## src/rtl/lcdw_pkg.sv

```systemverilog
// Package: constants, register map and carrier types of the LCD drive control block
package lcdw_pkg;

	// Sizes
	localparam int COM_N = 8;
	localparam int SEG_N = 16;
	localparam int LVL_W = 3;

	// Register byte offsets
	localparam logic [7:0] ADR_MAIN = 8'h00;
	localparam logic [7:0] ADR_AUX  = 8'h04;
	localparam logic [7:0] ADR_STAT = 8'h08;
	localparam logic [2:0] ADR_SEG_HI = 3'h2;   // Pattern words at 0x40..0x5c

	// Field positions, control register
	localparam int MAIN_EN_BIT   = 0;
	localparam int MAIN_IS_LSB   = 1;
	localparam int MAIN_SRC_LSB  = 4;
	localparam int MAIN_KIND_BIT = 6;
	localparam int MAIN_TYPE_BIT = 7;
	// Field positions, duty register
	localparam int AUX_QUART_BIT = 0;
	localparam int AUX_DUTY_LSB  = 1;
	// Field positions, status register
	localparam int ST_RESET_BIT = 0;
	localparam int ST_FLOAT_BIT = 1;
	localparam int ST_PUMP_BIT  = 2;
	localparam int ST_PHASE_LSB = 4;
	localparam int ST_POL_BIT   = 7;

	// Reset values and writable masks
	localparam logic [7:0] MAIN_RST  = 8'h00;
	localparam logic [7:0] AUX_RST   = 8'h00;
	localparam logic [7:0] MAIN_MASK = 8'hf7;
	localparam logic [7:0] AUX_MASK  = 8'h07;

	// Duty and capacitor source encodings
	localparam logic [1:0] DUTY_QUARTER = 2'h0;
	localparam logic [1:0] DUTY_SIXTH   = 2'h1;
	localparam logic [1:0] DUTY_EIGHTH  = 2'h2;
	localparam logic [1:0] SRC_EXT_PIN  = 2'h0;
	localparam logic [1:0] SRC_DEPL_REF = 2'h1;
	localparam logic [1:0] SRC_FIXED_3V = 2'h2;
	localparam logic [1:0] SRC_CORE     = 2'h3;

	// Drive level codes, in bias steps above ground
	localparam logic [2:0] LVL_VSS  = 3'h0;
	localparam logic [2:0] LVL_ONE  = 3'h1;
	localparam logic [2:0] LVL_TWO  = 3'h2;
	localparam logic [2:0] LVL_TOP3 = 3'h3;
	localparam logic [2:0] LVL_TOP4 = 3'h4;

	// Timing
	localparam int unsigned REF_CLK_MHZ = 125;
	localparam int unsigned LCD_SRC_HZ  = 32768;
	localparam int unsigned TICK_CYC    = (REF_CLK_MHZ * 1000000) / LCD_SRC_HZ;
	localparam logic [2:0]  DIV_LAST    = 3'h7;  // Eight LCD ticks per division

	// Pin drive: enable plus level code
	typedef struct packed {
		logic             oe;
		logic [LVL_W-1:0] level;
	} lcdw_pin_t;

	// System state levels arriving from the chip
	typedef struct packed {
		logic sleep;
		logic idle;
		logic mcu_rst;
		logic wdt_rst;
	} lcdw_sys_t;

	typedef enum logic [1:0] {
		BUS_IDLE  = 2'b00,
		BUS_FETCH = 2'b01,
		BUS_ACK   = 2'b10
	} lcdw_bus_t;

endpackage

```

## src/rtl/lcdw_seg_mem.sv

```systemverilog
// Segment pattern memory: one word per common line, byte write, two registered reads
`timescale 1ns/1ps
module lcdw_seg_mem (
	input  wire logic                        ref_clk,
	input  wire logic                        rst_n,
	input  wire logic                        wr_en,
	input  wire logic [1:0]                  wr_be,
	input  wire logic [2:0]                  wr_addr,
	input  wire logic [lcdw_pkg::SEG_N-1:0] wr_data,
	input  wire logic [2:0]                  rd_addr_a,
	output logic      [lcdw_pkg::SEG_N-1:0] rd_data_a,
	input  wire logic [2:0]                  rd_addr_b,
	output logic      [lcdw_pkg::SEG_N-1:0] rd_data_b
);

	logic [lcdw_pkg::SEG_N-1:0] mem_q [lcdw_pkg::COM_N];

	// Byte lanes written separately; one process so the array has one writer
	always_ff @(posedge ref_clk) begin
		for (int b = 0; b < 2; b++) begin
			if (wr_en && wr_be[b]) begin
				mem_q[wr_addr][8*b +: 8] <= wr_data[8*b +: 8];
			end
		end
	end

	// Registered reads keep the array off any output path
	always_ff @(posedge ref_clk or negedge rst_n) begin
		if (!rst_n) begin
			rd_data_a <= '0;
			rd_data_b <= '0;
		end else begin
			rd_data_a <= mem_q[rd_addr_a];
			rd_data_b <= mem_q[rd_addr_b];
		end
	end

endmodule // lcdw_seg_mem

```

## src/rtl/lcdw_drive_ctrl.sv

```systemverilog
// LCD drive control: Wishbone registers, reset sequencing and common/segment waveforms
//
// The placing of the registers and the Wishbone register port are this design's own decisions.
`timescale 1ns/1ps
module lcdw_drive_ctrl #(
	parameter int unsigned RST_DELAY_NS = 100000,
	parameter int unsigned STARTUP_NS   = 20000
) (
	input  wire logic                                        ref_clk,
	input  wire logic                                        rst_n,
	input  wire logic                                        wb_cyc_i,
	input  wire logic                                        wb_stb_i,
	input  wire logic                                        wb_we_i,
	input  wire logic [7:0]                                  wb_adr_i,
	input  wire logic [3:0]                                  wb_sel_i,
	input  wire logic [31:0]                                 wb_dat_i,
	output logic      [31:0]                                 wb_dat_o,
	output logic                                             wb_ack_o,
	input  wire logic                                        sleep_mode,
	input  wire logic                                        idle_mode,
	input  wire logic                                        mcu_reset,
	input  wire logic                                        wdt_reset,
	output lcdw_pkg::lcdw_pin_t [lcdw_pkg::COM_N-1:0]        com_out,
	output lcdw_pkg::lcdw_pin_t [lcdw_pkg::SEG_N-1:0]        segment_line,
	output logic      [1:0]                                  cbias_source_sel,
	output logic      [1:0]                                  rbias_current_sel,
	output logic                                             bias_kind_select,
	output logic                                             bias_quarter,
	output logic                                             pump_enable
);

	// Float time after MCU reset, rounded up to whole cycles
	localparam int unsigned HOLD_NS  = RST_DELAY_NS + STARTUP_NS;
	localparam int unsigned HOLD_CYC = (HOLD_NS * lcdw_pkg::REF_CLK_MHZ + 999) / 1000;
	localparam int          HOLD_W   = $clog2(HOLD_CYC + 1);
	localparam logic [HOLD_W-1:0] HOLD_LOAD = HOLD_W'(HOLD_CYC);
	localparam logic [11:0] TICK_LAST = 12'(lcdw_pkg::TICK_CYC - 1);

	lcdw_pkg::lcdw_sys_t sys_in_w;
	lcdw_pkg::lcdw_sys_t sys_m_q;
	lcdw_pkg::lcdw_sys_t sys_s_q;
	lcdw_pkg::lcdw_bus_t bus_q;
	logic [7:0]          main_q;
	logic [7:0]          aux_q;
	logic                ack_q;
	logic [31:0]         dat_q;
	logic [HOLD_W-1:0]   hold_cnt_q;
	logic [11:0]         tick_cnt_q;
	logic [2:0]          slot_q;
	logic [2:0]          phase_q;
	logic                frame_pol_q;
	logic                pump_q;
	logic                float_q;
	logic                lcd_reset_q;
	lcdw_pkg::lcdw_pin_t [lcdw_pkg::COM_N-1:0] com_q;
	lcdw_pkg::lcdw_pin_t [lcdw_pkg::SEG_N-1:0] seg_q;

	// System levels come from another domain: two flops first
	assign sys_in_w = lcdw_pkg::lcdw_sys_t'({sleep_mode, idle_mode, mcu_reset, wdt_reset});

	always_ff @(posedge ref_clk or negedge rst_n) begin
		if (!rst_n) begin
			sys_m_q <= '0;
			sys_s_q <= '0;
		end else begin
			sys_m_q <= sys_in_w;
			sys_s_q <= sys_m_q;
		end
	end

	// Control fields
	wire       en_w      = main_q[lcdw_pkg::MAIN_EN_BIT];
	wire       kind_w    = main_q[lcdw_pkg::MAIN_KIND_BIT];
	wire       type_b_w  = main_q[lcdw_pkg::MAIN_TYPE_BIT];
	wire [1:0] src_w     = main_q[lcdw_pkg::MAIN_SRC_LSB +: 2];
	wire [1:0] duty_w    = aux_q[lcdw_pkg::AUX_DUTY_LSB +: 2];
	// Quarter bias levels for resistor bias only; the bias_quarter pin is not gated by kind
	wire       quarter_w = aux_q[lcdw_pkg::AUX_QUART_BIT] & ~kind_w;

	// Watchdog reset while idle or asleep does not float the pins
	wire excluded_w = sys_s_q.wdt_rst & (sys_s_q.idle | sys_s_q.sleep);
	wire mcu_hold_w = sys_s_q.mcu_rst & ~excluded_w;
	wire float_w    = mcu_hold_w | (hold_cnt_q != '0);
	wire lcd_reset_w = ~en_w | sys_s_q.sleep | float_w;

	// Float counter reloads during MCU reset, counts out after release.
	// Loaded at power-up too, so pins stay floating through start-up.
	always_ff @(posedge ref_clk or negedge rst_n) begin
		if (!rst_n) begin
			hold_cnt_q <= HOLD_LOAD;
		end else if (mcu_hold_w) begin
			hold_cnt_q <= HOLD_LOAD;
		end else if (hold_cnt_q != '0) begin
			hold_cnt_q <= hold_cnt_q - 1'b1;
		end
	end

	// Bus decode
	wire       req_w    = wb_cyc_i & wb_stb_i;
	wire       is_main  = wb_adr_i == lcdw_pkg::ADR_MAIN;
	wire       is_aux   = wb_adr_i == lcdw_pkg::ADR_AUX;
	wire       is_stat  = wb_adr_i == lcdw_pkg::ADR_STAT;
	wire       is_seg   = wb_adr_i[7:5] == lcdw_pkg::ADR_SEG_HI;
	wire       wr_w     = ack_q & req_w & wb_we_i;
	wire       wr_seg_w = wr_w & is_seg;
	wire [lcdw_pkg::SEG_N-1:0] mem_bus_w;
	wire [lcdw_pkg::SEG_N-1:0] seg_word_w;

	// Status word shows the block's own state
	wire [7:0] stat_w;
	assign stat_w[lcdw_pkg::ST_RESET_BIT]      = lcd_reset_q;
	assign stat_w[lcdw_pkg::ST_FLOAT_BIT]      = float_q;
	assign stat_w[lcdw_pkg::ST_PUMP_BIT]       = pump_q;
	assign stat_w[3]                           = 1'b0;
	assign stat_w[lcdw_pkg::ST_PHASE_LSB +: 3] = phase_q;
	assign stat_w[lcdw_pkg::ST_POL_BIT]        = frame_pol_q;

	// Unmapped offsets read zero
	wire [31:0] rd_w = is_main ? {24'h000000, main_q} :
	                   is_aux  ? {24'h000000, aux_q}  :
	                   is_stat ? {24'h000000, stat_w} :
	                   is_seg  ? {16'h0000, mem_bus_w} : 32'h00000000;

	// Three-step cycle: memory read needs one cycle before the answer
	always_ff @(posedge ref_clk or negedge rst_n) begin
		if (!rst_n) begin
			bus_q <= lcdw_pkg::BUS_IDLE;
			ack_q <= 1'b0;
			dat_q <= '0;
		end else begin
			ack_q <= 1'b0;
			case (bus_q)
				lcdw_pkg::BUS_IDLE: begin
					if (req_w) begin
						bus_q <= lcdw_pkg::BUS_FETCH;
					end
				end
				lcdw_pkg::BUS_FETCH: begin
					bus_q <= lcdw_pkg::BUS_ACK;
					ack_q <= 1'b1;
					dat_q <= rd_w;
				end
				lcdw_pkg::BUS_ACK: begin
					bus_q <= lcdw_pkg::BUS_IDLE;
				end
				default: begin
					bus_q <= lcdw_pkg::BUS_IDLE;
				end
			endcase
		end
	end

	// Writes land on the edge where the master sees ack
	always_ff @(posedge ref_clk or negedge rst_n) begin
		if (!rst_n) begin
			main_q <= lcdw_pkg::MAIN_RST;
			aux_q  <= lcdw_pkg::AUX_RST;
		end else if (wr_w && wb_sel_i[0]) begin
			if (is_main) begin
				main_q <= wb_dat_i[7:0] & lcdw_pkg::MAIN_MASK;
			end
			if (is_aux) begin
				aux_q <= wb_dat_i[7:0] & lcdw_pkg::AUX_MASK;
			end
		end
	end

	lcdw_seg_mem u_seg_mem (
		.ref_clk   (ref_clk),
		.rst_n     (rst_n),
		.wr_en     (wr_seg_w),
		.wr_be     (wb_sel_i[1:0]),
		.wr_addr   (wb_adr_i[4:2]),
		.wr_data   (wb_dat_i[lcdw_pkg::SEG_N-1:0]),
		.rd_addr_a (wb_adr_i[4:2]),
		.rd_data_a (mem_bus_w),
		.rd_addr_b (phase_q),
		.rd_data_b (seg_word_w)
	);

	// Commons in use for the duty; reserved code behaves as four
	wire [3:0] com_n_w = (duty_w == lcdw_pkg::DUTY_SIXTH)  ? 4'h6 :
	                     (duty_w == lcdw_pkg::DUTY_EIGHTH) ? 4'h8 : 4'h4;
	wire       tick_w    = tick_cnt_q == TICK_LAST;
	wire       div_end_w = tick_w & (slot_q == lcdw_pkg::DIV_LAST);
	// Greater-or-equal so a duty cut mid-frame still wraps
	wire       wrap_w    = {1'b0, phase_q} >= (com_n_w - 4'h1);

	// LCD source tick from the reference clock
	always_ff @(posedge ref_clk or negedge rst_n) begin
		if (!rst_n) begin
			tick_cnt_q <= '0;
		end else begin
			tick_cnt_q <= tick_w ? 12'h000 : tick_cnt_q + 12'h001;
		end
	end

	// Division slot, common phase and frame polarity
	always_ff @(posedge ref_clk or negedge rst_n) begin
		if (!rst_n) begin
			slot_q      <= '0;
			phase_q     <= '0;
			frame_pol_q <= 1'b0;
		end else if (lcd_reset_q) begin
			slot_q      <= '0;
			phase_q     <= '0;
			frame_pol_q <= 1'b0;
		end else if (tick_w) begin
			slot_q <= slot_q + 3'h1;
			if (div_end_w) begin
				phase_q <= wrap_w ? 3'h0 : phase_q + 3'h1;
				if (wrap_w) begin
					frame_pol_q <= ~frame_pol_q;
				end
			end
		end
	end

	// First scheme flips inside each division, second once per frame,
	// so the second runs at a fraction of the frequency.
	wire       pol_w   = type_b_w ? frame_pol_q : slot_q[2];
	wire [2:0] top_w   = quarter_w ? lcdw_pkg::LVL_TOP4 : lcdw_pkg::LVL_TOP3;
	wire [2:0] sel_w   = pol_w ? lcdw_pkg::LVL_VSS : top_w;
	wire [2:0] unsel_w = pol_w ? top_w - 3'h1 : lcdw_pkg::LVL_ONE;
	wire [2:0] on_w    = pol_w ? top_w : lcdw_pkg::LVL_VSS;
	wire [2:0] off_w   = (quarter_w || !pol_w) ? lcdw_pkg::LVL_TWO : lcdw_pkg::LVL_ONE;

	// Pump runs only for capacitor bias fed from the supply pin
	wire pump_d = en_w & kind_w & (src_w == lcdw_pkg::SRC_EXT_PIN) & ~lcd_reset_w;

	always_ff @(posedge ref_clk or negedge rst_n) begin
		if (!rst_n) begin
			pump_q      <= 1'b0;
			float_q     <= 1'b1;
			lcd_reset_q <= 1'b1;
		end else begin
			pump_q      <= pump_d;
			float_q     <= float_w;
			lcd_reset_q <= lcd_reset_w;
		end
	end

	// Common lines; outside LCD reset unused ones float so they may serve as plain I/O
	for (genvar i = 0; i < lcdw_pkg::COM_N; i++) begin : g_com
		lcdw_pkg::lcdw_pin_t com_d;
		assign com_d = float_w     ? '{1'b0, lcdw_pkg::LVL_VSS} :
		               lcd_reset_w ? '{1'b1, lcdw_pkg::LVL_VSS} :
		               (4'(i) >= com_n_w) ? '{1'b0, lcdw_pkg::LVL_VSS} :
		               (phase_q == 3'(i)) ? '{1'b1, sel_w} : '{1'b1, unsel_w};
		always_ff @(posedge ref_clk or negedge rst_n) begin
			if (!rst_n) begin
				com_q[i] <= '0;
			end else begin
				com_q[i] <= com_d;
			end
		end
	end

	// Segment lines from the pattern word of the active common.
	// The pattern lags the phase by one cycle at each division edge.
	for (genvar i = 0; i < lcdw_pkg::SEG_N; i++) begin : g_seg
		lcdw_pkg::lcdw_pin_t seg_d;
		assign seg_d = float_w     ? '{1'b0, lcdw_pkg::LVL_VSS} :
		               lcd_reset_w ? '{1'b1, lcdw_pkg::LVL_VSS} :
		               seg_word_w[i] ? '{1'b1, on_w} : '{1'b1, off_w};
		always_ff @(posedge ref_clk or negedge rst_n) begin
			if (!rst_n) begin
				seg_q[i] <= '0;
			end else begin
				seg_q[i] <= seg_d;
			end
		end
	end

	// Outputs straight from flops
	assign wb_dat_o          = dat_q;
	assign wb_ack_o          = ack_q;
	assign com_out           = com_q;
	assign segment_line      = seg_q;
	assign cbias_source_sel  = main_q[lcdw_pkg::MAIN_SRC_LSB +: 2];
	assign rbias_current_sel = main_q[lcdw_pkg::MAIN_IS_LSB +: 2];
	assign bias_kind_select  = main_q[lcdw_pkg::MAIN_KIND_BIT];
	assign bias_quarter      = aux_q[lcdw_pkg::AUX_QUART_BIT];
	assign pump_enable       = pump_q;

	// Checks
	reset_clears_a: assert property (@(posedge ref_clk) disable iff (!rst_n)
		(lcd_reset_q && !tick_w) |=> (phase_q == 3'h0 && slot_q == 3'h0))
		else $error("phase not cleared in LCD reset");

	disabled_low_a: assert property (@(posedge ref_clk) disable iff (!rst_n)
		(!float_w && !en_w) |=> (com_q[0].oe && com_q[0].level == 3'h0
			&& seg_q[0].oe && seg_q[0].level == 3'h0))
		else $error("disabled driver not low");

	sleep_low_a: assert property (@(posedge ref_clk) disable iff (!rst_n)
		(sys_s_q.sleep && en_w && !float_w) |=> (seg_q[15].oe && seg_q[15].level == 3'h0))
		else $error("sleep did not drive low");

	mcu_float_a: assert property (@(posedge ref_clk) disable iff (!rst_n)
		mcu_hold_w |=> (!com_q[0].oe && !seg_q[0].oe && !pump_q) [*2])
		else $error("pins not floating in MCU reset");

	float_hold_a: assert property (@(posedge ref_clk) disable iff (!rst_n)
		$fell(mcu_hold_w) |-> (hold_cnt_q == HOLD_LOAD) ##1 float_w)
		else $error("float time not loaded");

	wdt_exempt_a: assert property (@(posedge ref_clk) disable iff (!rst_n)
		(sys_s_q.mcu_rst && excluded_w && hold_cnt_q == '0) |=> !float_q)
		else $error("watchdog reset floated pins");

	phase_wrap_a: assert property (@(posedge ref_clk) disable iff (!rst_n)
		(div_end_w && !lcd_reset_q) |=> ({1'b0, phase_q} < com_n_w))
		else $error("phase beyond duty");

	pump_gate_a: assert property (@(posedge ref_clk) disable iff (!rst_n)
		pump_q |-> ($past(kind_w) && $past(src_w) == 2'h0 && !$past(lcd_reset_w)))
		else $error("pump enabled outside pin-fed capacitor bias");

	type_a_flip_a: assert property (@(posedge ref_clk) disable iff (!rst_n)
		(!type_b_w && tick_w && slot_q == 3'h3 && !lcd_reset_w && !quarter_w
			&& $stable(main_q) && phase_q == 3'h0)
		|=> ##1 (com_q[0].level == 3'h0))
		else $error("first scheme did not flip mid-division");

	unused_com_a: assert property (@(posedge ref_clk) disable iff (!rst_n)
		(!float_w && !lcd_reset_w && duty_w == lcdw_pkg::DUTY_QUARTER)
		|=> (!com_q[4].oe && !com_q[7].oe && com_q[3].oe))
		else $error("unused commons not released");

	sleep_pump_off_a: assert property (@(posedge ref_clk) disable iff (!rst_n)
		sys_s_q.sleep |=> !pump_q)
		else $error("pump running in sleep");

	typeb_pol_a: assert property (@(posedge ref_clk) disable iff (!rst_n)
		(type_b_w && !div_end_w && !lcd_reset_q) |=> $stable(frame_pol_q))
		else $error("second scheme flipped inside a frame");

	com_range_a: assert property (@(posedge ref_clk) disable iff (!rst_n)
		(!float_w && !lcd_reset_w && !quarter_w) |=> (com_q[0].level <= 3'h3))
		else $error("common level above top");

endmodule // lcdw_drive_ctrl

```

## config.mk

```make
export PLATFORM = sky130hd
export DESIGN_NAME = lcdw_drive_ctrl
export DESIGN_NICKNAME = d
export VERILOG_FILES = /design/src/rtl/lcdw_pkg.sv /design/src/rtl/lcdw_seg_mem.sv /design/src/rtl/lcdw_drive_ctrl.sv
export SDC_FILE = /design/constraint.sdc
export NUM_CORES = 1
export LEC_CHECK = 0
export BUFFER_PORTS_ARGS = -buffer_cell sky130_fd_sc_hd__buf_2
export CAP_MARGIN = 20
export CORE_MARGIN = 1.5
export CORE_UTILIZATION = 52
export CTS_CLUSTER_DIAMETER = 30
export DETAILED_ROUTE_END_ITERATION = 7
export GPL_TIMING_DRIVEN = 1
export PLACE_DENSITY = 0.76
export SLEW_MARGIN = 20
export SYNTH_ARGS = -nofsm -noshare
export SYNTH_HDL_FRONTEND = slang
export SYNTH_SLANG_ARGS = --single-unit
```

## constraint.sdc

```tcl
create_clock -name ref_clk -period 2.55 [get_ports ref_clk]
set_clock_uncertainty 0.15 [all_clocks]
set_input_delay 0.1275 -clock ref_clk [delete_from_list [all_inputs] [get_ports ref_clk]]
set_output_delay 0.1275 -clock ref_clk [all_outputs]
set_load 0.02 [all_outputs]
```

==> insert_results.sql <==
INSERT INTO impl_metrics (metric_group, metric, value, unit) VALUES
('synth', 'compound_gate_fraction_of_synth_area', '4.066', '%'),
('power_and_ir_drop', 'p_leak', '0.007432', 'uW'),
('cells_and_area', 'final_core_util', '65.28', '%'),
('synth', 'syn_area_per_cell', '13.94', 'um^2'),
('sta', 'least_margin_pin_slew', '0.6457', 'ns'),
('run_status', 'run_status', 'complete, no violations', ''),
('cells_and_area', 'finalNetCount', '1299', ''),
('clock_network', 'maximum_clock_path_buffer_count', '3', ''),
('drt', 'wire_per_inst', '19.76', 'um'),
('global_route', 'grt_usage', '23.58', '%'),
('sta', 'final-hold-violation-count', '0', ''),
('die', 'die_h', '165.3', 'um'),
('drt', 'antenna_violating_nets_post_route', '0', ''),
('worst_setup_path', 'critPathLaunchType', 'flop', ''),
('global_route', 'first_global_vias', '8957', ''),
('synth', 'synth_flop_cell', 'dfrtp_1', ''),
('clock_network', 'worst_setup_hold_path_clk_slew', '0.05', 'ns'),
('power_and_ir_drop', 'seq_power_share', '41.8', '%'),
('die', 'dieWidth', '165.3', 'um'),
('power_and_ir_drop', 'net_switching_power_figure', '2856', 'uW'),
('drt', 'detail_route.wirelength', '31140', 'um'),
('sta', 'post-route-min-period', '2.420', 'ns'),
('drt', 'first_pass_iters', '5', ''),
('die', 'io_pins', '189', ''),
('synth', 'synth-seq-cells', '309', ''),
('die', 'placeableCoreArea', '25980', 'um^2'),
('synth', 'synth_area', '13690', 'um^2'),
('cells_and_area', 'nFillCells', '1843', ''),
('power_and_ir_drop', 'power.share.combinational', '4.8', '%'),
('synth', 'combinational_family_with_the_most_area_after_synthesis', 'multiplexers', ''),
('power_and_ir_drop', 'power.total', '12950', 'uW'),
('global_route', 'initial_antenna_violation_count', '2', ''),
('clock_network', 'cts_tree', 'done', ''),
('drt', 'drt-initial-drc-count', '789', ''),
('synth', 'synth_mux_area_share', '13.40', '%'),
('clock_network', 'clkLatencyLatePin', '0.56', 'ns'),
('die', 'initial_core_util', '52.70', '%'),
('sta', 'max_freq', '0.4132', 'GHz'),
('power_and_ir_drop', 'power-per-cell-area', '763.3', 'nW/um^2'),
('synth', 'synthesized_area_fraction_occupied_by_and_or_nand_nor_cells', '11.04', '%'),
('sta', 'setup-tns-final', '0', 'ns'),
('cells_and_area', 'finished_layout_cell_area', '16960', 'um^2'),
('place', 'place_congestion', '0.8462', ''),
('global_route', 'first_pass_grt_wire_length', '48520', 'um'),
('sta', 'grt_setup_unrepaired', 'no', ''),
('sta', 'final_layout_worst_hold_slack', '0.07579', 'ns'),
('global_route', 'grt_remaining_overflow', '0', ''),
('die', 'fp.dieArea', '27320', 'um^2'),
('sta', 'max_slew_margin', '56.85', '%'),
('synth', 'netlist-cell-type-count', '69', ''),
('die', 'row_count', '59', ''),
('sta', 'post-route-period-util', '94.91', '%'),
('clock_network', 'root_buffer', 'clkbuf_16', ''),
('global_route', 'grt_start_max_net_pins', '57', ''),
('synth', 'postSynth.asyncResetShare', '58.58', '%'),
('worst_setup_path', 'critical_path_peak_fanout', '6', ''),
('place', 'placedInstanceArea', '14880', 'um^2'),
('place', 'place_hpwl', '20200', 'um'),
('synth', 'netlist_instances', '982', ''),
('synth', 'synth_xor_area_share', '0.9594', '%'),
('worst_setup_path', 'start_to_end_type_of_the_worst_setup_path', 'reg -> reg', ''),
('power_and_ir_drop', 'power.clock.fraction', '53.5', '%'),
('job', 'cap_viol_max_count', '0', ''),
('power_and_ir_drop', 'cell_internal_pwr', '10090', 'uW'),
('worst_setup_path', 'type_of_destination_of_the_critical_path', 'flop', ''),
('cells_and_area', 'drive_gt1_share', '33.47', '%'),
('synth', 'yosys_warnings', '0', ''),
('power_and_ir_drop', 'power_switching_share', '22.05', '%'),
('drt', 'num_vias', '8903', ''),
('clock_network', 'htree_levels', '2', ''),
('clock_network', 'cts_buffers', '51', '');
==> sequential cells by signal, indices dropped and copies added (netlist names), 4 cells and up <==
signal,count
u_seg_mem.mem_q,128
u_seg_mem.rd_data_a,16
sys_s_q,4
sys_m_q,4
main_q,7
u_seg_mem.rd_data_b,16
hold_cnt_q,14
wb_dat_o,16
tick_cnt_q,12
com_out,28
segment_line,48
==> Yosys cell counts (3+ instances only) <==
master | number | area share [%]
dfrtp_1 | 172 | 31
edfxtp_1 | 128 | 28
nor2_1 | 91 | 2.5
nand2_1 | 90 | 2.5
mux4_2 | 64 | 11
ha_1 | 49 | 4.5
buf_4 | 40 | 2.2
inv_1 | 33 | 0.90
nor3_1 | 28 | 1.0
mux2_2 | 27 | 2.2
clkbuf_1 | 26 | 0.71
and3_1 | 23 | 1.1
a21oi_1 | 20 | 0.73
o21ai_0 | 20 | 0.73
nor2b_1 | 12 | 0.55
buf_1 | 11 | 0.30
nand3_1 | 10 | 0.37
dfstp_2 | 9 | 1.7
mux2i_1 | 9 | 0.66
nand2b_1 | 8 | 0.37
xor2_1 | 8 | 0.51
xnor2_1 | 7 | 0.45
a211oi_1 | 6 | 0.33
buf_2 | 6 | 0.22
nand4_1 | 6 | 0.27
o31ai_1 | 6 | 0.33
and4_1 | 5 | 0.32
buf_6 | 5 | 0.41
or3_1 | 5 | 0.23
nand3b_1 | 4 | 0.22
nor4b_1 | 3 | 0.19
or4_1 | 3 | 0.16
==> layout by cell type, fill, tap and decap left out, types with 6 or more instances in the layout <==
cell type	n
clkbuf_1	8
a21oi_1	20
mux4_2	64
mux2_2	27
inv_6	6
nor2b_1	12
xnor2_1	7
inv_1	33
o31ai_1	6
and3_1	23
a211oi_1	6
edfxtp_1	128
dfrtp_1	171
nand2_1	90
nand4_1	6
conb_1	16
buf_4	47
mux2i_1	9
dlygate4sd3_1	29
nand2b_1	8
o21ai_0	20
clkinv_2	9
nor3_1	28
xor2_1	8
nor2_1	90
dfstp_2	9
ha_1	49
nand3_1	9
buf_2	153
clkbuf_16	54
==> power by group through the flow <==
stage               Sequential [uW]  Clock [uW]  Combinational, uW
global placement               5480           0                547
detailed placement             5490           0                565
finish                         5410        6920                615
global route                   5420        7250                671
CTS                            5400        7010                608
floorplan                      5490           0                327
==> metal layers <==
layer | routed length [um] | part of all wire [%] | GRT usage, %
met5 | 0 | 0 | 0
met3 | 2242 | 7.2 | 3.946
met2 | 15260 | 49 | 38.23
met4 | 1160 | 3.7 | 10.77
met1 | 12480 | 40 | 31.35
==> layout make-up <==
type | instances | area, um^2 | area share (%)
sequential | 309 | 8386 | 49.43
multi-input combinational | 565 | 4727 | 27.87
timing repair buffer | 235 | 1520 | 8.961
clock buffer | 67 | 1450 | 8.548
tap | 335 | 419.2 | 2.471
clock inverter | 29 | 327.8 | 1.932
inverter | 35 | 131.4 | 0.7744
antenna | 1 | 2.502 | 0.01475
==> final timing paths <==
check / from / end / slack [ns] / depth (start not counted)
max reg2reg: hold_cnt_q[0] / hold_cnt_q[0] / 0.13 / 7
min reg2reg: sys_m_q[3] / sys_s_q[3] / 0.19 / 0
max: hold_cnt_q[0] / hold_cnt_q[0] / 0.13 / 7
min in group asynchronous: rst_n / segment_line[26] / 0.50 / 3
min: wb_adr_i[7] / wb_dat_o[2] / 0.08 / 5
max in group asynchronous: rst_n / segment_line[29] / 0.60 / 4
==> cell families after synthesis <==
group	Yosys count
flops	309
simple gates	308
buf+inv	123
mux	100
compound gates	77
fa+ha+maj	49
xor+xnor	15
other cells	1
==> worst max-delay path, stage by stage (launching register included) <==
cell and delay (ns):
dfrtp_1 0.41, inv_1 0.13, ha_1 0.19, or4b_2 0.74, nor4_2 0.29, buf_4 0.21
xnor2_1 0.12, nor2_1 0.06
==> what timing repair did <==
action,4_1_cts,5_1_grt
setup endpoints to repair,0,3
hold buffers,29,0
resized for setup,0,2
endpoints found under the hold margin,335,0
==> stage by stage <==
stage	instances	setup slack, ns
after floorplan	997	0.2269
final	1576	0.1299
after detailed placement	1450	0.1313
after global routing	1576	0.04872
after CTS	1575	0.09486
after global placement	1450	0.1844
Power figures use the tool's default switching activity.
